### src/verilog/sbc_regs.vh
/*
  Constants for the system bus command host: its own APB register map, the
  cycle command encodings and the device mode register layout.
  Assumes inclusion by bare name from the host design file.
*/
// Function
// [RL1] Agent asserts bus request; processor goes slave
// [RL2] Keep data-valid input high during bypass transfer
// [RL3] Release request after transfer; processor regains mastership
// [RL4] Extra drivers use their own valid lines
// [RL5] Command top bit: 0 address, 1 data
// [RL6] External commands carry defined values in every bit
// [RL7] Address bit3 read/write, bit2 single/block
// [RL8] Only single-data writes issued toward processor
// [RL9] Block size: 1 four words, 2 eight
// [RL10] Single size: byte, halfword, tribyte, word
// [RL11] Processor data id: bit3 last, bit1 0, bit0 1
// [RL12] External data id: bit3 last, bit2 response
// [RL13] External id bit1 error flag, bit0 driven 1
// [RL14] Processor drives full 32-bit address
// [RL15] Single addresses aligned to element size
// [RL16] Block read data: addressed word first, sequential
// [RL17] Block write addresses block aligned
// [RL18] Mode register accessed only as full word
// [RL19] Bits 19:4 timeout reload 0xffff, bit3 enable
// [RL20] Bit1 selects single eight-word burst write
// [RL21] Bit0 selects four words per 12 cycles
// [RL22] Layout valid with bus mode strap low
// [RL23] Timeout counts while waiting, error at zero
`ifndef SBC_REGS_VH
`define SBC_REGS_VH

// ---------------------------------------------------------------
// Host registers over APB
// ---------------------------------------------------------------
`define SBC_CTRL_OFS      12'h000
`define SBC_ADDR_OFS      12'h004
`define SBC_WDATA_OFS     12'h008
`define SBC_STAT_OFS      12'h00c
`define SBC_RDATA_OFS     12'h010
`define SBC_RCMD_OFS      12'h014
`define SBC_CTRL_GO_BIT   0
`define SBC_CTRL_BYP_BIT  1
`define SBC_CTRL_SZ_LSB   2
`define SBC_STAT_BUSY_BIT 0
`define SBC_STAT_SLV_BIT  1
`define SBC_STAT_RX_BIT   2
`define SBC_STAT_ILL_BIT  3

// ---------------------------------------------------------------
// Cycle command encodings
// ---------------------------------------------------------------
`define SBC_CMD_DATA_BIT  4
`define SBC_CMD_WR_BIT    3
`define SBC_CMD_BLK_BIT   2
`define SBC_ID_LAST_BIT   3
`define SBC_ID_RESP_BIT   2
`define SBC_ID_ERR_BIT    1
`define SBC_ID_CHK_BIT    0
`define SBC_SZ_BYTE       2'h0
`define SBC_SZ_HALF       2'h1
`define SBC_SZ_TRI        2'h2
`define SBC_SZ_WORD       2'h3
`define SBC_BLK_FOUR      2'h1
`define SBC_BLK_EIGHT     2'h2

// ---------------------------------------------------------------
// Device mode register (device side map)
// ---------------------------------------------------------------
`define SBC_MODE_ADDR     36'hfff100000
`define SBC_MODE_TOV_LSB  4
`define SBC_MODE_TOV_MSB  19
`define SBC_MODE_TOE_BIT  3
`define SBC_MODE_B8_BIT   1
`define SBC_MODE_WBR_BIT  0
`define SBC_MODE_RESET    32'h000ffff0

`endif

### src/verilog/sbc_host.v
/*
  External-agent host for the processor system bus. Software on APB queues
  single-data writes toward the processor and can claim the bus for a
  bypass transfer; data cycles from the processor are captured.
  Assumes the processor pins are synchronous to core_clk and that the
  bench resolves the shared address/data and command wires from the enables.
*/
// The implementer's own choice: the APB slave port.
`timescale 1ns/1ps
`default_nettype none
`include "sbc_regs.vh"

module sbc_host (
  input  wire        core_clk,
  input  wire        rst_b,
  input  wire        psel,
  input  wire        penable,
  input  wire        pwrite,
  input  wire [11:0] paddr,
  input  wire [31:0] pwdata,
  input  wire [3:0]  pstrb,
  output wire        pready,
  output reg  [31:0] prdata,
  output wire        pslverr,
  input  wire [31:0] sysAddrDataBusIn,
  output reg  [31:0] sysAddrDataBusOut,
  output reg         sysAddrDataBusOe,
  input  wire [4:0]  cycleCommandBusIn,
  output reg  [4:0]  cycleCommandBusOut,
  output reg         cycleCommandBusOe,
  output reg         externalBusRequest_n,
  output reg         externalDataValid_n,
  input  wire        processorOwnsBus_n,
  input  wire        processorDataValid_n
);

  // ---------------------------------------------------------------
  // States
  // ---------------------------------------------------------------
  // One-hot; release waits until the processor has taken the bus back
  localparam [4:0] ST_IDLE = 5'h01;
  localparam [4:0] ST_REQ  = 5'h02;
  localparam [4:0] ST_ADR  = 5'h04;
  localparam [4:0] ST_DAT  = 5'h08;
  localparam [4:0] ST_REL  = 5'h10;

  reg [4:0]  state_ff;
  reg [4:0]  nxt_state;
  reg [31:0] addr_ff;
  reg [31:0] wdata_ff;
  reg [1:0]  size_ff;
  reg        bypass_ff;
  reg        go_ff;
  reg        rxFlag_ff;
  reg        illegal_ff;
  reg [31:0] rdata_ff;
  reg [4:0]  rcmd_ff;
  reg        nxt_busRequest_n;
  reg        nxt_dataValid_n;
  reg        nxt_drive;
  reg [31:0] nxt_adOut;
  reg [4:0]  nxt_cmdOut;

  wire apbWr   = psel && penable && pwrite;
  wire apbRd   = psel && penable && !pwrite;
  wire fullWd  = (pstrb == 4'hf); // [RL18]
  wire rxCycle = !processorDataValid_n && cycleCommandBusIn[`SBC_CMD_DATA_BIT]; // [RL11]
  wire slave   = processorOwnsBus_n;

  assign pready  = 1'b1;
  assign pslverr = 1'b0;

  // Misaligned halfword and word addresses are refused rather than sent to the device; byte and tribyte pass unchecked
  function aligned;
    input [1:0] sz;
    input [1:0] lo;
    begin
      case (sz)
        `SBC_SZ_WORD: aligned = (lo == 2'h0);
        `SBC_SZ_HALF: aligned = (lo[0] == 1'b0);
        default:      aligned = 1'b1;
      endcase
    end
  endfunction

  // ---------------------------------------------------------------
  // APB register writes
  // ---------------------------------------------------------------
  always @(posedge core_clk or negedge rst_b) begin
    if (!rst_b) begin
      addr_ff    <= 32'h0;
      wdata_ff   <= 32'h0;
      size_ff    <= 2'h0;
      bypass_ff  <= 1'b0;
      go_ff      <= 1'b0;
      illegal_ff <= 1'b0;
    end else begin
      if (state_ff == ST_ADR) begin
        go_ff <= 1'b0;
      end
      if (apbWr && fullWd) begin
        if (paddr == `SBC_ADDR_OFS) begin
          addr_ff <= pwdata;
        end else if (paddr == `SBC_WDATA_OFS) begin
          wdata_ff <= pwdata;
        end else if (paddr == `SBC_CTRL_OFS) begin
          bypass_ff <= pwdata[`SBC_CTRL_BYP_BIT];
          if (pwdata[`SBC_CTRL_GO_BIT] && !go_ff) begin
            if (aligned(pwdata[`SBC_CTRL_SZ_LSB+1:`SBC_CTRL_SZ_LSB], addr_ff[1:0])) begin // [RL15]
              size_ff <= pwdata[`SBC_CTRL_SZ_LSB+1:`SBC_CTRL_SZ_LSB];
              go_ff   <= 1'b1;
            end else begin
              illegal_ff <= 1'b1;
            end
          end
        end else if (paddr == `SBC_STAT_OFS) begin
          if (pwdata[`SBC_STAT_ILL_BIT]) begin
            illegal_ff <= 1'b0;
          end
        end
      end
    end
  end

  // ---------------------------------------------------------------
  // Capture of processor data cycles
  // ---------------------------------------------------------------
  always @(posedge core_clk or negedge rst_b) begin
    if (!rst_b) begin
      rxFlag_ff <= 1'b0;
      rdata_ff  <= 32'h0;
      rcmd_ff   <= 5'h0;
    end else begin
      // One word per data cycle; word order is this agent's duty, never reordered here [RL16]
      if (rxCycle) begin
        rdata_ff  <= sysAddrDataBusIn;
        rcmd_ff   <= cycleCommandBusIn;
        rxFlag_ff <= 1'b1;
      end else if (apbWr && fullWd && paddr == `SBC_STAT_OFS && pwdata[`SBC_STAT_RX_BIT]) begin
        rxFlag_ff <= 1'b0; // Arrival wins over the clear
      end
    end
  end

  // ---------------------------------------------------------------
  // APB reads
  // ---------------------------------------------------------------
  // Data is picked in the setup cycle and held, so the access phase never waits
  wire        busy     = (state_ff != ST_IDLE);
  wire [31:0] ctrlView = {28'h0, size_ff, bypass_ff, go_ff};
  wire [31:0] statView = {28'h0, illegal_ff, rxFlag_ff, slave, busy};
  wire [31:0] rcmdView = {27'h0, rcmd_ff};
  reg  [31:0] nxt_prdata;

  always @* begin
    if (paddr == `SBC_CTRL_OFS) begin
      nxt_prdata = ctrlView;
    end else if (paddr == `SBC_ADDR_OFS) begin
      nxt_prdata = addr_ff;
    end else if (paddr == `SBC_WDATA_OFS) begin
      nxt_prdata = wdata_ff;
    end else if (paddr == `SBC_STAT_OFS) begin
      nxt_prdata = statView;
    end else if (paddr == `SBC_RDATA_OFS) begin
      nxt_prdata = rdata_ff;
    end else if (paddr == `SBC_RCMD_OFS) begin
      nxt_prdata = rcmdView;
    end else begin
      nxt_prdata = 32'h0;
    end
  end

  always @(posedge core_clk or negedge rst_b) begin
    if (!rst_b) begin
      prdata <= 32'h0;
    end else if (psel && !penable && !pwrite) begin
      prdata <= nxt_prdata;
    end
  end

  // ---------------------------------------------------------------
  // Bus sequencer
  // ---------------------------------------------------------------
  always @* begin
    nxt_state = state_ff;
    case (state_ff)
      ST_IDLE: begin
        if (go_ff || bypass_ff) begin
          nxt_state = ST_REQ;
        end
      end
      ST_REQ: begin
        if (slave) begin // [RL1]
          if (go_ff)
            nxt_state = ST_ADR;
          else if (!bypass_ff)
            nxt_state = ST_REL;
        end
      end
      ST_ADR: begin
        nxt_state = ST_DAT;
      end
      ST_DAT: begin
        nxt_state = bypass_ff ? ST_REQ : ST_REL;
      end
      ST_REL: begin
        if (!slave) begin // [RL3]
          nxt_state = ST_IDLE;
        end
      end
      default: begin
        nxt_state = ST_IDLE;
      end
    endcase
  end

  always @(posedge core_clk or negedge rst_b) begin
    if (!rst_b) begin
      state_ff             <= ST_IDLE;
      externalBusRequest_n <= 1'b1;
      externalDataValid_n  <= 1'b1;
      sysAddrDataBusOut    <= 32'h0;
      sysAddrDataBusOe     <= 1'b0;
      cycleCommandBusOut   <= 5'h0;
      cycleCommandBusOe    <= 1'b0;
    end else begin
      state_ff             <= nxt_state;
      externalBusRequest_n <= nxt_busRequest_n; // [RL1] [RL3]
      externalDataValid_n  <= nxt_dataValid_n;
      sysAddrDataBusOe     <= nxt_drive;
      cycleCommandBusOe    <= nxt_drive;
      sysAddrDataBusOut    <= nxt_adOut;
      cycleCommandBusOut   <= nxt_cmdOut;
    end
  end

  // ---------------------------------------------------------------
  // Pin decode for the coming cycle
  // ---------------------------------------------------------------
  // Decoded from the next state so every pin leaves a flop and the
  // shared wires never see a glitch from the sequencer decode
  always @* begin
    nxt_busRequest_n = 1'b1;
    nxt_dataValid_n  = 1'b1;
    nxt_drive        = 1'b0;
    nxt_adOut        = sysAddrDataBusOut;
    nxt_cmdOut       = cycleCommandBusOut;
    case (nxt_state)
      ST_REQ: begin
        // Held through a bypass; valid stays high for foreign traffic [RL2] [RL4]
        nxt_busRequest_n = 1'b0; // [RL1]
      end
      ST_ADR: begin
        nxt_busRequest_n = 1'b0;
        nxt_dataValid_n  = 1'b0;
        nxt_drive        = 1'b1;
        nxt_adOut        = addr_ff;
        // Single write only; block sizes never go out [RL5] [RL6] [RL7] [RL8] [RL9] [RL10]
        nxt_cmdOut       = {1'b0, 1'b1, 1'b0, size_ff};
      end
      ST_DAT: begin
        nxt_busRequest_n = 1'b0;
        nxt_dataValid_n  = 1'b0;
        nxt_drive        = 1'b1;
        nxt_adOut        = wdata_ff;
        // Not last, response, error free, checking off [RL12] [RL13]
        nxt_cmdOut       = {1'b1, 1'b0, 1'b1, 1'b0, 1'b1};
      end
      default: begin
        // Idle and release drop the request so the processor regains the bus [RL3]
        nxt_busRequest_n = 1'b1;
      end
    endcase
  end

endmodule // sbc_host
`default_nettype wire

### config.mk
export PLATFORM = sky130hd
export DESIGN_NAME = sbc_host
export DESIGN_NICKNAME = d
export VERILOG_FILES = /design/src/verilog/sbc_host.v
export VERILOG_INCLUDE_DIRS = /design/src /design/src/verilog
export SDC_FILE = /design/constraint.sdc
export NUM_CORES = 1
export LEC_CHECK = 0
export ABC_AREA = 1
export BUFFER_PORTS_ARGS = -buffer_cell sky130_fd_sc_hd__buf_2
export CAP_MARGIN = 20
export CORE_MARGIN = 2
export CORE_UTILIZATION = 30
export CTS_BUF_LIST = sky130_fd_sc_hd__clkbuf_4
export DETAILED_ROUTE_END_ITERATION = 16
export HOLD_SLACK_MARGIN = 0.15
export PLACE_DENSITY = 0.55
export SLEW_MARGIN = 20
export SYNTH_ARGS = -nofsm -noshare
export SYNTH_HDL_FRONTEND = slang
export SYNTH_SLANG_ARGS = --single-unit
### constraint.sdc
create_clock -name core_clk -period 2 [get_ports core_clk]
set_clock_uncertainty 0.2 [all_clocks]
set_input_delay 0.1 -clock core_clk [delete_from_list [all_inputs] [get_ports core_clk]]
set_output_delay 0.1 -clock core_clk [all_outputs]
set_load 0.05 [all_outputs]
==> metrics.json <==
{
  "endpoints_failing_hold": 3,
  "clock_path_buffers": 2,
  "violations": "hold timing",
  "sequential_cell_area_fraction_in_the_yosys_report_pct": 56.1,
  "h-tree-depth": 4,
  "max_stage_delay_ns": 0.69,
  "max_slew_margin_pct": 38.0,
  "final_net_count": 1424,
  "power.density_cell_area_mw_per_mm2": 759,
  "core.rowCount": 60,
  "synth_adder_area_share_pct": 0,
  "ys_seq_elements": 183,
  "cts_tree": "done",
  "worstSkewPairLatency_ns": 0.59,
  "ant_nets": 0,
  "clkTransAtPathRegs_ns": 0.17,
  "synth_xor_xnor_area_share_pct": 0,
  "globalplace.congestion": 0.842,
  "slowest_stage": "sky130_fd_sc_hd__dlygate4sd3_1",
  "end_kind": "flip-flop",
  "via_count_of_the_first_global_routing_pass": 7904,
  "final_core_util_pct": 45.7,
  "drc_errors": 0,
  "max_freq_mhz": 511,
  "vias_per_cell": 4.61,
  "worst-endpoint-required_ns": 2.31,
  "post-place-cells": 1403,
  "synthesis.nets": 1013,
  "detail_route.first_pass.iterations": 5,
  "final-max-slew-violation-count": 0,
  "clkSinkCount": 183,
  "timing_worst_setup_path_type": "in -> reg",
  "antenna_found_initial": 1,
  "instances_no_fill": 1687,
  "critPathMaxFanout": 32,
  "dp.final_hpwl_um": 15700,
  "routed_length_per_instance_um": 15.6,
  "yosys-mux-area-fraction_pct": 2.21,
  "grt_setup_unrepaired": "yes",
  "tritoncts.num_buffers": 17,
  "tightest_slew_ns": 0.928,
  "final_critical_path_setup_slack_ns": 0.0431,
  "drive_above_1_share_pct": 20.8,
  "synth_to_final_area_change_pct": 50.4,
  "synth_top_family_by_area": "simple AND/OR/NAND/NOR gates",
  "most_frequent_cells_in_the_layout": "300 x sky130_fd_sc_hd__nand2_1, 249 x sky130_fd_sc_hd__dlygate4sd3_1, 180 x sky130_fd_sc_hd__dfrtp_1",
  "power.leakage_nw": 6.16,
  "ys_types": 39,
  "die-area_mm2": 0.0286,
  "fin_total_pwr_mw": 9.33,
  "worst_hold_path_type": "in -> reg",
  "fin_worst_hold_slack_ns": -0.0210,
  "globalRoute.totalOverflow": 0,
  "grt_first_pass_wirelength_um": 42000,
  "yosysWarnings": 0,
  "pin_count_of_the_biggest_net_entering_global_routing": 47,
  "final.period_utilization_pct": 97.8,
  "coreArea_mm2": 0.0269,
  "timing.critical_path.mode_cell": "sky130_fd_sc_hd__dlygate4sd3_1",
  "syn_inst": 921,
  "syn_avg_cell_area_um2": 8.87,
  "routed-via-count": 7782,
  "final.min_clock_period_ns": 1.96,
  "outcome": "finished, violations left",
  "synthSimpleGateAreaFrac_pct": 21.5,
  "routed_wl_um": 26400,
  "ir_drop_v": 0.000403,
  "crit_arrival_ns": 2.27,
  "drtIter0Drc": 677,
  "preCtsSetupSlack_ns": 0.0931,
  "io_buffers": 164,
  "maxCapViolCount": 0,
  "die-width_um": 169,
  "die_height_um": 169,
  "clock_root_cell": "sky130_fd_sc_hd__clkbuf_4",
  "worst_setup_path_start_kind": "primary input",
  "synth_compound_area_share_pct": 12.3,
  "setup-violations-final": 0,
  "most_common_library_cell_in_the_layout_ignoring_fill_and_taps": "sky130_fd_sc_hd__nand2_1",
  "initial_core_util_pct": 30.4,
  "track_usage_pct": 18.9,
  "timing.reg2reg.setup_slack_ns": 0.14,
  "mappedNetlistArea_mm2": 0.00817,
  "io_pins": 167,
  "cp_cell_sequence": "dlygate4sd3_1 > buf_2 > nand3_1 > nor2_4 > nand3_4 > buf_12 > dlygate4sd3_1 > o21ai_0"
}
per-layer routing:
| layer | part of all wire [%] | vias up | global-route usage [%] |
|---|---|---|---|
| met2 | 48 | 191 | 32.3 |
| met5 | 0 | - | 0 |
| met4 | 2.1 | 0 | 5.31 |
| met1 | 46 | 3788 | 24.7 |
| met3 | 3.6 | 30 | 3.23 |
| li1 | - | 3773 | - |
sequential cells by signal (all words and copies together) (netlist names), 2 cells and up:
name and cells:
prdata 32, rcmd_ff 5, addr_ff 32, cycleCommandBusOut 4, size_ff 2, rdata_ff 32, wdata_ff 32, state_ff 5
sysAddrDataBusOut 32
timing repair:
| action | in CTS | in global routing |
|---|---|---|
| setup endpoints to repair | 0 | 38 |
| hold buffers | 239 | 14 |
| gates resized for setup | 0 | 9 |
| endpoints found under the hold margin | 343 | 21 |
| buffers inserted | 0 | 0 |
area by class of cell:
cell class / count / area, um^2
Clock inverter: 15 / 158
Timing Repair Buffer: 437 / 3630
Tap cell: 341 / 427
Fill cell: 2649 / 14600
Inverter: 106 / 400
Antenna cell: 1 / 2.50
Sequential cell: 183 / 4580
Multi-Input combinational cell: 587 / 2960
Clock buffer: 17 / 128
through the flow:
| step | instance area [um^2] | hold WS, ns | TNS, ns |
|---|---|---|---|
| final | 12300 | -0.0210 | 0 |
| after global routing | 12300 | -0.0272 | -0.208 |
| after CTS | 12100 | 0.161 | 0 |
| after detailed placement | 9440 | -0.113 | 0 |
| after global placement | 9440 | -0.121 | 0 |
| after floorplan | 8170 | -0.396 | 0 |
critical path: cells and delay by family:
kind                   cells  cell delay [ns]
buffers and inverters      4             1.53
AO/OA/AOI/OAI              1             0.18
AND/OR/NAND/NOR            3             0.43
cell usage after synthesis (all sizes together):
library cell  number  area (um^2)
nand2            309         1180
dfrtp            180         4500
inv              105          394
o21ai             78          390
nor2              55          264
buf               32          191
nand3             32          178
a21oi             31          155
o211ai            24          180
o221ai            20          238
mux2              16          180
clkbuf            13         51.3
nand4              6         43.8
nor3               6         57.6
dfstp              3         78.8
nor4               3         25.0
conb               2         7.51
a22o               1         8.76
clkinv             1         3.75
o22a               1         8.76
o22ai              1         6.26
o311ai             1         8.76
o31ai              1         7.51
report_power, final:
group / internal (mW) / total, mW / switching (mW)
Sequential: 4.14 / 4.41 / 0.272
Clock: 0.572 / 2.10 / 1.52
Combinational: 0.873 / 2.82 / 1.95
Total: 5.58 / 9.33 / 3.74
cell families (layout without fill, tap and decap cells):
logic type / after synthesis / after routing
and+or+nand+nor: 411 / 411
DFF: 183 / 183
AOI/OAI and AO/OA: 158 / 158
buffers and inverters: 151 / 575
muxes: 16 / 16
other: 2 / 3
path summary, 6_finish.rpt:
path,start,end,cells after the start
min,paddr[6],go_ff,8
max reg2reg,state_ff[2],sysAddrDataBusOut[13],7
min reg2reg,rcmd_ff[4],rcmd_ff[4],2
max,pwrite,wdata_ff[8],8
min in group asynchronous,rst_b,wdata_ff[7],4
max in group asynchronous,rst_b,rdata_ff[28],5
Note: power is estimated with default switching activity, not from simulation.
